## src/common/ext_dma_cfg.svh

```systemverilog
// Timing counts, widths and reset values for the external DMA request and grant logic.
`ifndef EXT_DMA_CFG_SVH
`define EXT_DMA_CFG_SVH

// Number of DMA channels in the controller; no figure is given, so this is a plain default.
`define DEFAULT_NUM_CH 8
// Width of a channel index; must cover the number of channels.
`define CH_IDX_W 3
// Least number of bus clock cycles for which the external grant stays low.
`define MIN_GRANT_HCLK 8
// Width of the grant hold counter.
`define GRANT_CNT_W 4
// Idle level of the active-low request and grant lines.
`define EXT_LINE_IDLE 1'b1

`endif

```

## src/common/ext_dma_pkg.sv

```systemverilog
// Types shared by the external DMA request and grant logic.
`include "ext_dma_cfg.svh"

package ext_dma_pkg;

  // Index of a DMA channel.
  typedef logic [`CH_IDX_W-1:0] ch_idx_t;

  // Grant hold counter.
  typedef logic [`GRANT_CNT_W-1:0] grant_cnt_t;

  // Burst sequencer states.
  typedef enum logic [1:0] {
    ST_IDLE,
    ST_BURST,
    ST_FLUSH
  } burst_state_e;

endpackage

```

## src/common/ext_req_if.sv

```systemverilog
// Signals between the burst sequencer and the external request synchroniser.
`timescale 1ns/1ps
`default_nettype none

interface ext_req_if;
  logic hold;     // Freeze the synchroniser while the grant is low.
  logic flush;    // Reload the synchroniser with the idle level.
  logic req_seen; // Synchronised request, active high.

  // The sequencer side.
  modport ctrl (output hold, output flush, input req_seen);
  // The synchroniser side.
  modport sync (input hold, input flush, output req_seen);
endinterface

`default_nettype wire

```

## src/verilog/ext_req_sync.sv

```systemverilog
// Two-stage synchroniser for the active-low external DMA request pin.
`timescale 1ns/1ps
`default_nettype none
`include "ext_dma_cfg.svh"

module ext_req_sync (
  input wire logic i_clk,      // Bus clock.
  input wire logic i_rst_n,    // Asynchronous reset, active low.
  input wire logic i_req_n,    // Raw request pin, active low.
  ext_req_if.sync  req         // Control and result towards the sequencer.
);

  logic meta_q;
  logic sync_q;

  // Both stages rest at the idle level; hold freezes them, flush restarts them from idle.
  always_ff @(posedge i_clk or negedge i_rst_n) begin
    if (!i_rst_n) begin
      meta_q <= `EXT_LINE_IDLE;
      sync_q <= `EXT_LINE_IDLE;
    end else if (req.flush) begin
      meta_q <= `EXT_LINE_IDLE;
      sync_q <= `EXT_LINE_IDLE;
    end else if (!req.hold) begin
      meta_q <= i_req_n;
      sync_q <= meta_q;
    end
  end

  // A low synchronised level is a pending request.
  assign req.req_seen = ~sync_q;

endmodule

`default_nettype wire

```

## src/verilog/ext_dma_request_grant.sv

```systemverilog
// Burst arbiter and external request and grant handshake of the DMA controller.
`timescale 1ns/1ps
`default_nettype none
`include "ext_dma_cfg.svh"

module ext_dma_request_grant #(
  parameter int NUM_CH = `DEFAULT_NUM_CH,
  parameter int MIN_GRANT_CYC = `MIN_GRANT_HCLK
) (
  input wire logic I_MCLK,                     // Bus clock, 10 MHz.
  input wire logic I_RST_N,                    // Asynchronous reset, active low.
  input wire logic I_EXT_REQ_N,                // External request pin, active low.
  input wire logic [NUM_CH-1:0] I_CH_SRC_EXT,  // Channel request source select is the external line.
  input wire logic [NUM_CH-1:0] I_CH_REQ_EN,   // Channel request enable.
  input wire logic [NUM_CH-1:0] I_CH_ACTIVE_EN, // Channel active enable.
  input wire logic [NUM_CH-1:0] I_CH_REQ,      // Internal request per channel, same clock.
  input wire logic I_BURST_DONE,               // Datapath pulse: current burst has completed.
  output logic O_EXT_GRANT_N,                  // External grant pin, active low.
  output logic O_BURST_START,                  // One-cycle pulse when a burst starts.
  output ext_dma_pkg::ch_idx_t O_BURST_CH,     // Channel of the current burst.
  output logic O_BURST_BUSY,                   // High while a burst is running.
  output logic O_EXT_BURST                     // High while the burst serves the external line.
);
  import ext_dma_pkg::*;

  // Carries hold and flush to the synchroniser and the synchronised request back.
  ext_req_if req_if ();

  // Registered state of the sequencer and of every output.
  burst_state_e state_q;
  logic grant_n_q;
  logic start_q;
  ch_idx_t ch_q;
  logic busy_q;
  logic ext_burst_q;
  logic ext_low_q;
  logic done_seen_q;
  grant_cnt_t cnt_q;

  // Combinational arbitration signals.
  logic [NUM_CH-1:0] req_vec;
  logic [NUM_CH-1:0] elig_vec;
  logic other_req;
  logic pick_v;
  ch_idx_t pick_ch;
  logic pick_grant;
  logic burst_end;

  // Last count of the minimum grant span; the counter is zero in the first grant cycle.
  localparam grant_cnt_t MIN_GRANT_LAST = grant_cnt_t'(MIN_GRANT_CYC - 1);

  // Picks the lowest-numbered requesting channel, which has the highest priority.
  // The scan runs from the top down so that the last hit, the lowest index, is kept.
  function automatic logic [`CH_IDX_W:0] arbitrate(input logic [NUM_CH-1:0] vec);
    logic [`CH_IDX_W:0] res;
    res = '0;
    for (int i = NUM_CH - 1; i >= 0; i--) begin
      if (vec[i]) begin
        res = {1'b1, ch_idx_t'(i)};
      end
    end
    return res;
  endfunction

  // The raw pin is asynchronous, so only the second stage of this synchroniser feeds the arbiter.
  // request synchroniser
  ext_req_sync u_sync (
    .i_clk   (I_MCLK),
    .i_rst_n (I_RST_N),
    .i_req_n (I_EXT_REQ_N),
    .req     (req_if.sync)
  );

  // The grant is only issued with the request seen, so the frozen stages keep showing it.
  // freeze while granted
  assign req_if.hold = ~grant_n_q;
  // Reloading idle after an external burst drops the level frozen in the stages.
  // A request that the peripheral released in time then never yields a second burst.
  // restart sampling after burst
  assign req_if.flush = (state_q == ST_FLUSH) && ext_burst_q;

  // Per-channel request: enabled, active, and asserted on its selected source.
  genvar g;
  generate
    for (g = 0; g < NUM_CH; g++) begin : g_req
      assign req_vec[g] = I_CH_REQ_EN[g] & I_CH_ACTIVE_EN[g] &
                          (I_CH_SRC_EXT[g] ? req_if.req_seen : I_CH_REQ[g]);
    end
  endgenerate

  // The mask lasts only until the next burst starts, so a lone external request is never starved.
  // external drops priority
  assign other_req = |(req_vec & ~I_CH_SRC_EXT);
  assign elig_vec = (ext_low_q && other_req) ? (req_vec & ~I_CH_SRC_EXT) : req_vec;

  assign {pick_v, pick_ch} = arbitrate(elig_vec);

  // A burst can also start for an internal channel; then the grant simply stays high.
  // grant qualification
  assign pick_grant = I_CH_SRC_EXT[pick_ch] & I_CH_REQ_EN[pick_ch] &
                      I_CH_ACTIVE_EN[pick_ch] & req_if.req_seen;

  // An early completion is remembered, so a one-byte burst still keeps the grant low for the full span.
  // This gives the peripheral time to see the grant and release its request.
  // minimum grant time
  assign burst_end = (done_seen_q || I_BURST_DONE) &&
                     (grant_n_q || (cnt_q >= MIN_GRANT_LAST));

  // Burst sequencer: idle, burst running, one-cycle flush of the request path.
  always_ff @(posedge I_MCLK or negedge I_RST_N) begin
    if (!I_RST_N) begin
      state_q <= ST_IDLE;
    end else begin
      unique case (state_q)
        ST_IDLE: begin
          if (pick_v) begin
            state_q <= ST_BURST;
          end
        end
        ST_BURST: begin
          if (burst_end) begin
            state_q <= ST_FLUSH;
          end
        end
        ST_FLUSH: begin
          state_q <= ST_IDLE;
        end
      endcase
    end
  end

  always_ff @(posedge I_MCLK or negedge I_RST_N) begin
    if (!I_RST_N) begin
      grant_n_q <= `EXT_LINE_IDLE;
    end else if (state_q == ST_IDLE && pick_v) begin
      grant_n_q <= ~pick_grant;
    end else if (state_q == ST_BURST && burst_end) begin
      grant_n_q <= `EXT_LINE_IDLE;
    end
  end

  // Counts burst-state cycles from zero; saturates at MIN_GRANT_LAST, one below the minimum.
  // Saturating keeps the counter from wrapping during long bursts.
  always_ff @(posedge I_MCLK or negedge I_RST_N) begin
    if (!I_RST_N) begin
      cnt_q <= '0;
    end else if (state_q != ST_BURST) begin
      cnt_q <= '0;
    end else if (cnt_q < MIN_GRANT_LAST) begin
      cnt_q <= cnt_q + 1'b1;
    end
  end

  // Remembers a completion that arrives before the minimum grant time ends.
  always_ff @(posedge I_MCLK or negedge I_RST_N) begin
    if (!I_RST_N) begin
      done_seen_q <= 1'b0;
    end else if (state_q != ST_BURST) begin
      done_seen_q <= 1'b0;
    end else if (I_BURST_DONE) begin
      done_seen_q <= 1'b1;
    end
  end

  // Burst start pulse, channel, busy and external-burst flags.
  // The external flag stays up through the flush cycle so that the flush knows whose burst it was.
  always_ff @(posedge I_MCLK or negedge I_RST_N) begin
    if (!I_RST_N) begin
      start_q <= 1'b0;
      ch_q <= '0;
      busy_q <= 1'b0;
      ext_burst_q <= 1'b0;
    end else begin
      start_q <= (state_q == ST_IDLE) && pick_v;
      if (state_q == ST_IDLE && pick_v) begin
        ch_q <= pick_ch;
        busy_q <= 1'b1;
        ext_burst_q <= I_CH_SRC_EXT[pick_ch];
      end else if (state_q == ST_BURST && burst_end) begin
        busy_q <= 1'b0;
      end else if (state_q == ST_FLUSH) begin
        ext_burst_q <= 1'b0;
      end
    end
  end

  always_ff @(posedge I_MCLK or negedge I_RST_N) begin
    if (!I_RST_N) begin
      ext_low_q <= 1'b0;
    end else if (state_q == ST_BURST && burst_end && ext_burst_q) begin
      ext_low_q <= 1'b1;
    end else if (state_q == ST_IDLE && pick_v) begin
      ext_low_q <= 1'b0;
    end
  end

  assign O_EXT_GRANT_N = grant_n_q;
  assign O_BURST_START = start_q;
  assign O_BURST_CH = ch_q;
  assign O_BURST_BUSY = busy_q;
  assign O_EXT_BURST = ext_burst_q;

endmodule

`default_nettype wire

```

## config.mk

```make
export PLATFORM = sky130hd
export DESIGN_NAME = ext_dma_request_grant
export DESIGN_NICKNAME = d
export VERILOG_FILES = /design/src/common/ext_dma_pkg.sv /design/src/common/ext_req_if.sv /design/src/verilog/ext_req_sync.sv /design/src/verilog/ext_dma_request_grant.sv
export VERILOG_INCLUDE_DIRS = /design/src /design/src/common
export SDC_FILE = /design/constraint.sdc
export NUM_CORES = 1
export LEC_CHECK = 0
export ABC_AREA = 1
export BUFFER_PORTS_ARGS = -buffer_cell sky130_fd_sc_hd__buf_2
export CORE_MARGIN = 1
export CORE_UTILIZATION = 49
export DETAILED_ROUTE_END_ITERATION = 10
export GPL_ROUTABILITY_DRIVEN = 0
export PLACE_DENSITY_LB_ADDON = 0.05
export SYNTH_ARGS = -nofsm -noshare
export SYNTH_HDL_FRONTEND = slang
export SYNTH_SLANG_ARGS = --single-unit
```

## constraint.sdc

```tcl
create_clock -name I_MCLK -period 2.4 [get_ports I_MCLK]
set_clock_uncertainty 0.1 [all_clocks]
set_input_delay 0.48 -clock I_MCLK [delete_from_list [all_inputs] [get_ports I_MCLK]]
set_output_delay 0.48 -clock I_MCLK [all_outputs]
set_load 0.02 [all_outputs]
```

# --- Word-level counts from Yosys, hierarchy flattened ---
# Index checks and enable logic that the tools add are counted.
totals:
  reg_bits: 17
  wordCells: 105
  inputBits: 36
  output_inout_bits: 7
op_classes:
  n_eq_ne: 6
  n_mux: 43
  addsub: 1
  n_reduce_logical: 18
  bitwise: 23
  order_cmp: 3
ops:
  columns: ["op", "count"]
  rows:
  - ["4-bit two-way mux", 10]
  - ["1-bit two-way mux", 26]
  - ["1-bit bitwise AND", 19]
  - ["2-bit nonzero test", 6]
  - ["1-bit binary-select mux with 3-bit select", 3]
  - ["8-bit bitwise AND", 1]
  - ["8-bit two-way mux", 1]
  - ["8-bit NOT", 1]
  - ["8-bit OR reduction", 1]
  - ["1-bit logical AND", 6]
  - ["2-bit one-hot mux with 3 select lines", 1]
  - ["4-bit by 1-bit adder with 4-bit output, second input constant", 1]
  - ["4-bit by 3-bit >= comparator with 1-bit output, second input constant", 1]
  - ["3-bit by 4-bit < comparator with 1-bit output, second input constant", 1]
  - ["4-bit by 3-bit < comparator with 1-bit output, second input constant", 1]
  - ["2-bit two-way mux", 2]
  - ["2-bit by 1-bit != test with 1-bit output, second input constant", 2]
  - ["2-bit != test, second input constant", 2]
  - ["2-bit AND reduction", 2]
  - ["2-bit by 1-bit == test with 1-bit output, second input constant", 1]
  - ["2-bit == test, second input constant", 1]
  - ["2-bit zero test", 1]
  - ["1-bit logical OR", 2]
  - ["1-bit NOT", 2]

# --- Depth between registers and ports, before layout ---
depth:
  ltp_word: 22
  ltp_mapped: 22

# --- By module ---
# A second synthesis with hierarchy kept.
unflattened:
  hier_cells: 173
  hier_area_um2: 1272.5
by_module_without_submodules:
  columns: ["module", "cells_each", "area_per_inst_um2", "instances"]
  rows:
  - ["ext_dma_request_grant", 162, 1183.6, 1]
  - ["ext_req_sync", 11, 88.8, 1]

# --- Worst setup path after synthesis ---
# No wires, ideal clock.
synth_path:
  path_kind: "reg-to-reg"
  start: "register u_sync.sync_q"
  end: "register grant_n_q, in the netlist O_EXT_GRANT_N"
  path_stages_with_launch: 23
  slack_ns: 0.328
  t_required_ns: 2.228
  period_less_slack_ns: 2.072
  t_arrival_ns: 1.899
  cell_sequence: "dfstp_2 buf_6 nand2_2 nand4_1 nand2_1 nor2_2 nand2_2 nand2_4 nand2_2 nand2_1 nand2_1 nand2_1 nand2_1 nand2_1 nand2_2 nand2_4 nand2_4 nand2_1 nand3_1 nand3_1 nand3_1 nand2_1 inv_1"
synth_between:
  elab_chain_cells: 22
  word_cells_on_any_way: 42
  classes_between: "mux (24); bitwise (14); reduce/logical (4)"
synth_rtl:
  columns: ["item", "line_no", "source"]
  rows:
  - ["from (decl)", "ext_req_sync.sv:14", "logic sync_q;"]
  - ["from (signal assigned)", "ext_req_sync.sv:20", "sync_q <= `EXT_LINE_IDLE;"]
  - ["from (signal assigned)", "ext_req_sync.sv:23", "sync_q <= `EXT_LINE_IDLE;"]
  - ["from (signal assigned)", "ext_req_sync.sv:26", "sync_q <= meta_q;"]
  - ["1-bit NOT *", "ext_req_sync.sv:31", "assign req.req_seen = ~sync_q;"]
  - ["1-bit two-way mux", "ext_dma_request_grant.sv:87", "(I_CH_SRC_EXT[g] ? req_if.req_seen : I_CH_REQ[g]);"]
  - ["1-bit bitwise AND", "ext_dma_request_grant.sv:86", "assign req_vec[g] = I_CH_REQ_EN[g] & I_CH_ACTIVE_EN[g] &"]
  - ["8-bit bitwise AND", "ext_dma_request_grant.sv:93, ext_dma_request_grant.sv:94", null]
  - ["8-bit OR reduction", "ext_dma_request_grant.sv:93", "assign other_req = |(req_vec & ~I_CH_SRC_EXT);"]
  - ["1-bit logical AND", "ext_dma_request_grant.sv:94", "assign elig_vec = (ext_low_q && other_req) ? (req_vec & ~I_CH_SRC_EXT) : req_vec;"]
  - ["8-bit two-way mux", "ext_dma_request_grant.sv:94", null]
  - ["4-bit two-way mux (8 in series)", "ext_dma_request_grant.sv:58", "if (vec[i]) begin"]
  - ["1-bit binary-select mux with 3-bit select", "ext_dma_request_grant.sv:100", "assign pick_grant = I_CH_SRC_EXT[pick_ch] & I_CH_REQ_EN[pick_ch] &"]
  - ["1-bit two-way mux (not written as such)", "ext_dma_request_grant.sv:100", null]
  - ["1-bit bitwise AND (2 in series)", "ext_dma_request_grant.sv:100", null]
  - ["1-bit bitwise AND", "ext_dma_request_grant.sv:101", "I_CH_ACTIVE_EN[pick_ch] & req_if.req_seen;"]
  - ["1-bit NOT", "ext_dma_request_grant.sv:136", "grant_n_q <= ~pick_grant;"]
  - ["1-bit two-way mux", "ext_dma_request_grant.sv:135", "end else if (state_q == ST_IDLE && pick_v) begin"]
  - ["to (signal assigned)", "ext_dma_request_grant.sv:134", "grant_n_q <= `EXT_LINE_IDLE;"]
  - ["to (signal assigned)", "ext_dma_request_grant.sv:136", null]
  - ["to (signal assigned)", "ext_dma_request_grant.sv:138", "grant_n_q <= `EXT_LINE_IDLE;"]
  - ["to (decl)", "ext_dma_request_grant.sv:31", "logic grant_n_q;"]
# Every way passes the cells marked *; elsewhere a longest branch is shown, timed or not. The select of a mux whose other input is x is not followed.
# A chain may end at the register's enable or synchronous reset.

# --- Final worst setup path ---
layout_path:
  start: "register u_sync.sync_q"
  end: "register ext_burst_q, in the netlist O_EXT_BURST"
layout_between:
  elab_chain_cells: 18
  word_cells_on_any_way: 36
  classes_between: "eq/ne (1); mux (20); bitwise (10); reduce/logical (5)"
layout_rtl:
  columns: ["item", "line_no", "source"]
  rows:
  - ["1-bit NOT *", "ext_req_sync.sv:31", null]
  - ["1-bit two-way mux", "ext_dma_request_grant.sv:87", null]
  - ["1-bit bitwise AND", "ext_dma_request_grant.sv:86", null]
  - ["8-bit bitwise AND", "ext_dma_request_grant.sv:93, ext_dma_request_grant.sv:94", null]
  - ["8-bit OR reduction", "ext_dma_request_grant.sv:93", null]
  - ["1-bit logical AND", "ext_dma_request_grant.sv:94", null]
  - ["8-bit two-way mux *", "ext_dma_request_grant.sv:94", null]
  - ["4-bit two-way mux (7 in series)", "ext_dma_request_grant.sv:58", null]
  - ["4-bit two-way mux *", "ext_dma_request_grant.sv:58", null]
  - ["1-bit binary-select mux with 3-bit select or 1-bit logical AND (tied branches)", "ext_dma_request_grant.sv:178, ext_dma_request_grant.sv:175", null]
  - ["1-bit two-way mux (not written as such), or another cell as far along", "ext_dma_request_grant.sv:178", "ext_burst_q <= I_CH_SRC_EXT[pick_ch];"]
  - ["1-bit two-way mux or 2-bit AND reduction (tied branches)", null, null]
  - ["to (signal assigned)", "ext_dma_request_grant.sv:178", null]
  - ["to (decl)", "ext_dma_request_grant.sv:35", "logic ext_burst_q;"]
# Marks and branches as above.

==> reports/results.tsv <==
stage	metric	value	unit
grt	vias in the first global route	1225	
yosys	Yosys cell types	26	
grt	initial antenna violation count	0	
placed_design	# port buffers	42	
yosys	mean post-synth cell area	7.28	um^2
layout	layout cells sized above 1	0.361	
sta	final setup margin	0.164	ns
detailed_routing	Detail Route Antenna Nets	0	
floorplanning	Core Area	2300	um^2
sta	setup_tns	0	ns
yosys	largest area contributor in the netlist	dfrtp_1	
floorplanning	Initial Util	0.539	
sta	final critical-path required period	2.24	ns
critical_path	CP Launch Type	register	
min_path	Hold Crit Class	in2reg	
critical_path	WP data required	2.48	ns
outcome	status	complete, no violations	
sta	Setup Viol. Count Final	0	
clocking	TritonCTS Buffers	3	
detailed_routing	drt first pass iters	4	
layout	n_diodes	0	
floorplanning	placement row count	17	
clocking	Clock Sinks	17	
grt	grt ovf	0	
floorplanning	chip height	52.3	um
layout	fin area	1550	um^2
placed_design	Area after DPL	1490	um^2
critical_path	Setup crit end kind	register	
detailed_routing	routed len/inst	11.1	um
sta	max-slew violations	0	
detailed_routing	DR vias	1284	
floorplanning	# IOs	43	
critical_path	CP Max Fanout	6	
pwr	Lkg Pwr	0.841	nW
detailed_routing	DRC viols	0	
yosys	Synth Register Bits	17	
yosys	Synthesis Warnings	0	
yosys	top post-synthesis cells by area	dfrtp_1 28%, nand2_1 11%, nand3_1 6.5%, dfstp_2 6.4%, inv_1 5.5%	
pwr	Worst VDD drop	0.648	mV
clocking	clk buf depth	2	
job	Max-Cap Viols	0	
clocking	Root Driver	clkbuf_4	
detailed_routing	initial drt markers	30	
sta	Hold Violations, Final	0	
floorplanning	Die X	52.3	um
layout	fin nets	260	
floorplanning	Die ar.	2730	um^2
critical_path	Worst EP arrival	2.32	ns
yosys	Post-Syn Nets	210	
detailed_routing	final wirelength	2740	um
clocking	H-Tree Level Count	1	
clocking	CTS clock-pin slew for the worst setup and hold paths	0.09	ns
pwr	PD cells	886	nW/um^2
critical_path	worst r2r path cells	16	
grt	largest net degree at the start of global routing	18	
clocking	CTS tree	yes	
sta	Fmax	447	MHz
clocking	clk_lat worst skew	0.29	ns
min_path	hold path cells	3	
yosys	Synth Cell Area	1240	um^2
sta	Least-Margin Pin Slew	0.357	ns
yosys	Seq/Total Area, Yosys	0.347	
detailed_routing	vias per cell	5.20	
sta	RSZ-0062 raised after global routing	no	
sta	fin crit share	0.932	
grt	total track usage	0.229	
yosys	share of the synthesized area in the top cell type	0.283	
placed_design	hpwl dp	2260	um
layout	most frequent cells in the layout	42 x buf_2, 37 x nand2_1, 18 x inv_1	
critical_path	CP Class	reg2reg	
pwr	Total Power	0.00137	W
layout	Synth-to-Final Area Change	24.9	%
yosys	cells after synthesis	170	
grt	first-pass GRT wire length	4650	um
sta	Max-slew headroom	0.762	
layout	commonest non-fill, non-tap cell in the layout	buf_2	
placed_design	Setup WS pre-CTS	0.0183	ns
worst max-delay path: stages (launching register included):
cell	delay (ns)
dfstp_2	0.56
nand2_2	0.05
nand4_1	0.08
nand2_1	0.07
nor2_2	0.10
nand2_2	0.08
nand2_4	0.10
buf_4	0.14
o21ai_1	0.07
nand2_1	0.12
inv_1	0.06
a21oi_2	0.20
inv_2	0.08
nand3_1	0.10
nand3_2	0.08
nand3_2	0.08
nand2_1	0.06
cell families (layout without fill, tap and decap cells):
logic type                 count (synthesis)  in the layout  share of synthesized area
adders and majority gates                  4              4                     0.0404
DFF                                       17             17                      0.347
AOI/OAI and AO/OA                         31             31                      0.175
buffers and inverters                     28             77                     0.0910
and+or+nand+nor                           90             90                      0.347
final cells by class:
cell class | count | area [um^2]
clock buffers | 4 | 26.3
fillers | 215 | 752
inverters | 27 | 101
multi-input cells | 125 | 711
flip-flops and latches | 17 | 429
well taps | 28 | 35.0
repair buffers | 46 | 243
layer usage:
layer  share of wire  up-vias  track usage
met4           0.018        0        0.127
met1            0.41      573        0.251
met2            0.52       35        0.436
li1                -      671            -
met5               0        -            0
met3           0.045        5      0.00870
state kept, by name, summed over array words and instances, names as in the netlist:
signal         cells
u_sync.meta_q      1
state_q            2
ext_low_q          1
O_EXT_BURST        1
done_seen_q        1
O_BURST_START      1
cnt_q              4
u_sync.sync_q      1
O_BURST_BUSY       1
O_EXT_GRANT_N      1
O_BURST_CH         3
metrics by stage:
step / hold WS [ns] / std cells / util
4_1_cts: 0.328 / 246 / 0.663
2_1_floorplan: 0.0844 / 170 / -
3_5_place_dp: 0.309 / 241 / 0.647
5_1_grt: 0.352 / 247 / 0.673
6_report: 0.328 / 247 / 0.673
3_3_place_gp: 0.308 / 241 / 0.647
path summary, 6_finish.rpt:
path,from,to,slack [ns]
min in group asynchronous,I_RST_N,ext_low_q$_DFFE_PN0P_,0.52
min,I_BURST_DONE,done_seen_q$_DFFE_PN0P_,0.33
max reg2reg,u_sync.sync_q$_DFFE_PN1P_,O_EXT_BURST$_DFFE_PN0P_,0.16
max in group asynchronous,I_RST_N,u_sync.sync_q$_DFFE_PN1P_,1.38
max,u_sync.sync_q$_DFFE_PN1P_,O_EXT_BURST$_DFFE_PN0P_,0.16
min reg2reg,O_BURST_BUSY$_DFFE_PN0P_,O_BURST_BUSY$_DFFE_PN0P_,0.39
repair_timing:
action / 4_1_cts / 5_1_grt
gates resized for setup: 0 / 3
endpoints found under the hold margin: 14 / 0
hold buffers: 1 / 0
buffers inserted: 0 / 1
setup endpoints to repair: 0 / 2
Yosys cell counts:
library cell	instances
nand2_1	37
inv_1	18
nor2_1	17
nand3_1	16
dfrtp_1	14
o21ai_1	10
inv_2	9
nand4_1	7
a211oi_1	6
nand2_2	5
ha_1	4
nor2_2	4
a21oi_1	3
dfstp_2	3
nand2_4	3
o21ai_0	3
o211ai_1	2
a21oi_2	1
a32o_1	1
buf_6	1
nand4_2	1
o2111ai_1	1
o2111ai_4	1
o21ai_2	1
o21bai_1	1
o22ai_1	1
power breakdown:
part	total (W)	switching, W	internal (W)	leakage (nW)
sequential	0.000498	0.0000791	0.000419	0.211
combinational	0.000724	0.000459	0.000265	0.615
clock	0.000147	0.0000822	0.0000647	0.0150
total	0.00137	0.000620	0.000749	0.841
Power figures use the tool's default switching activity.
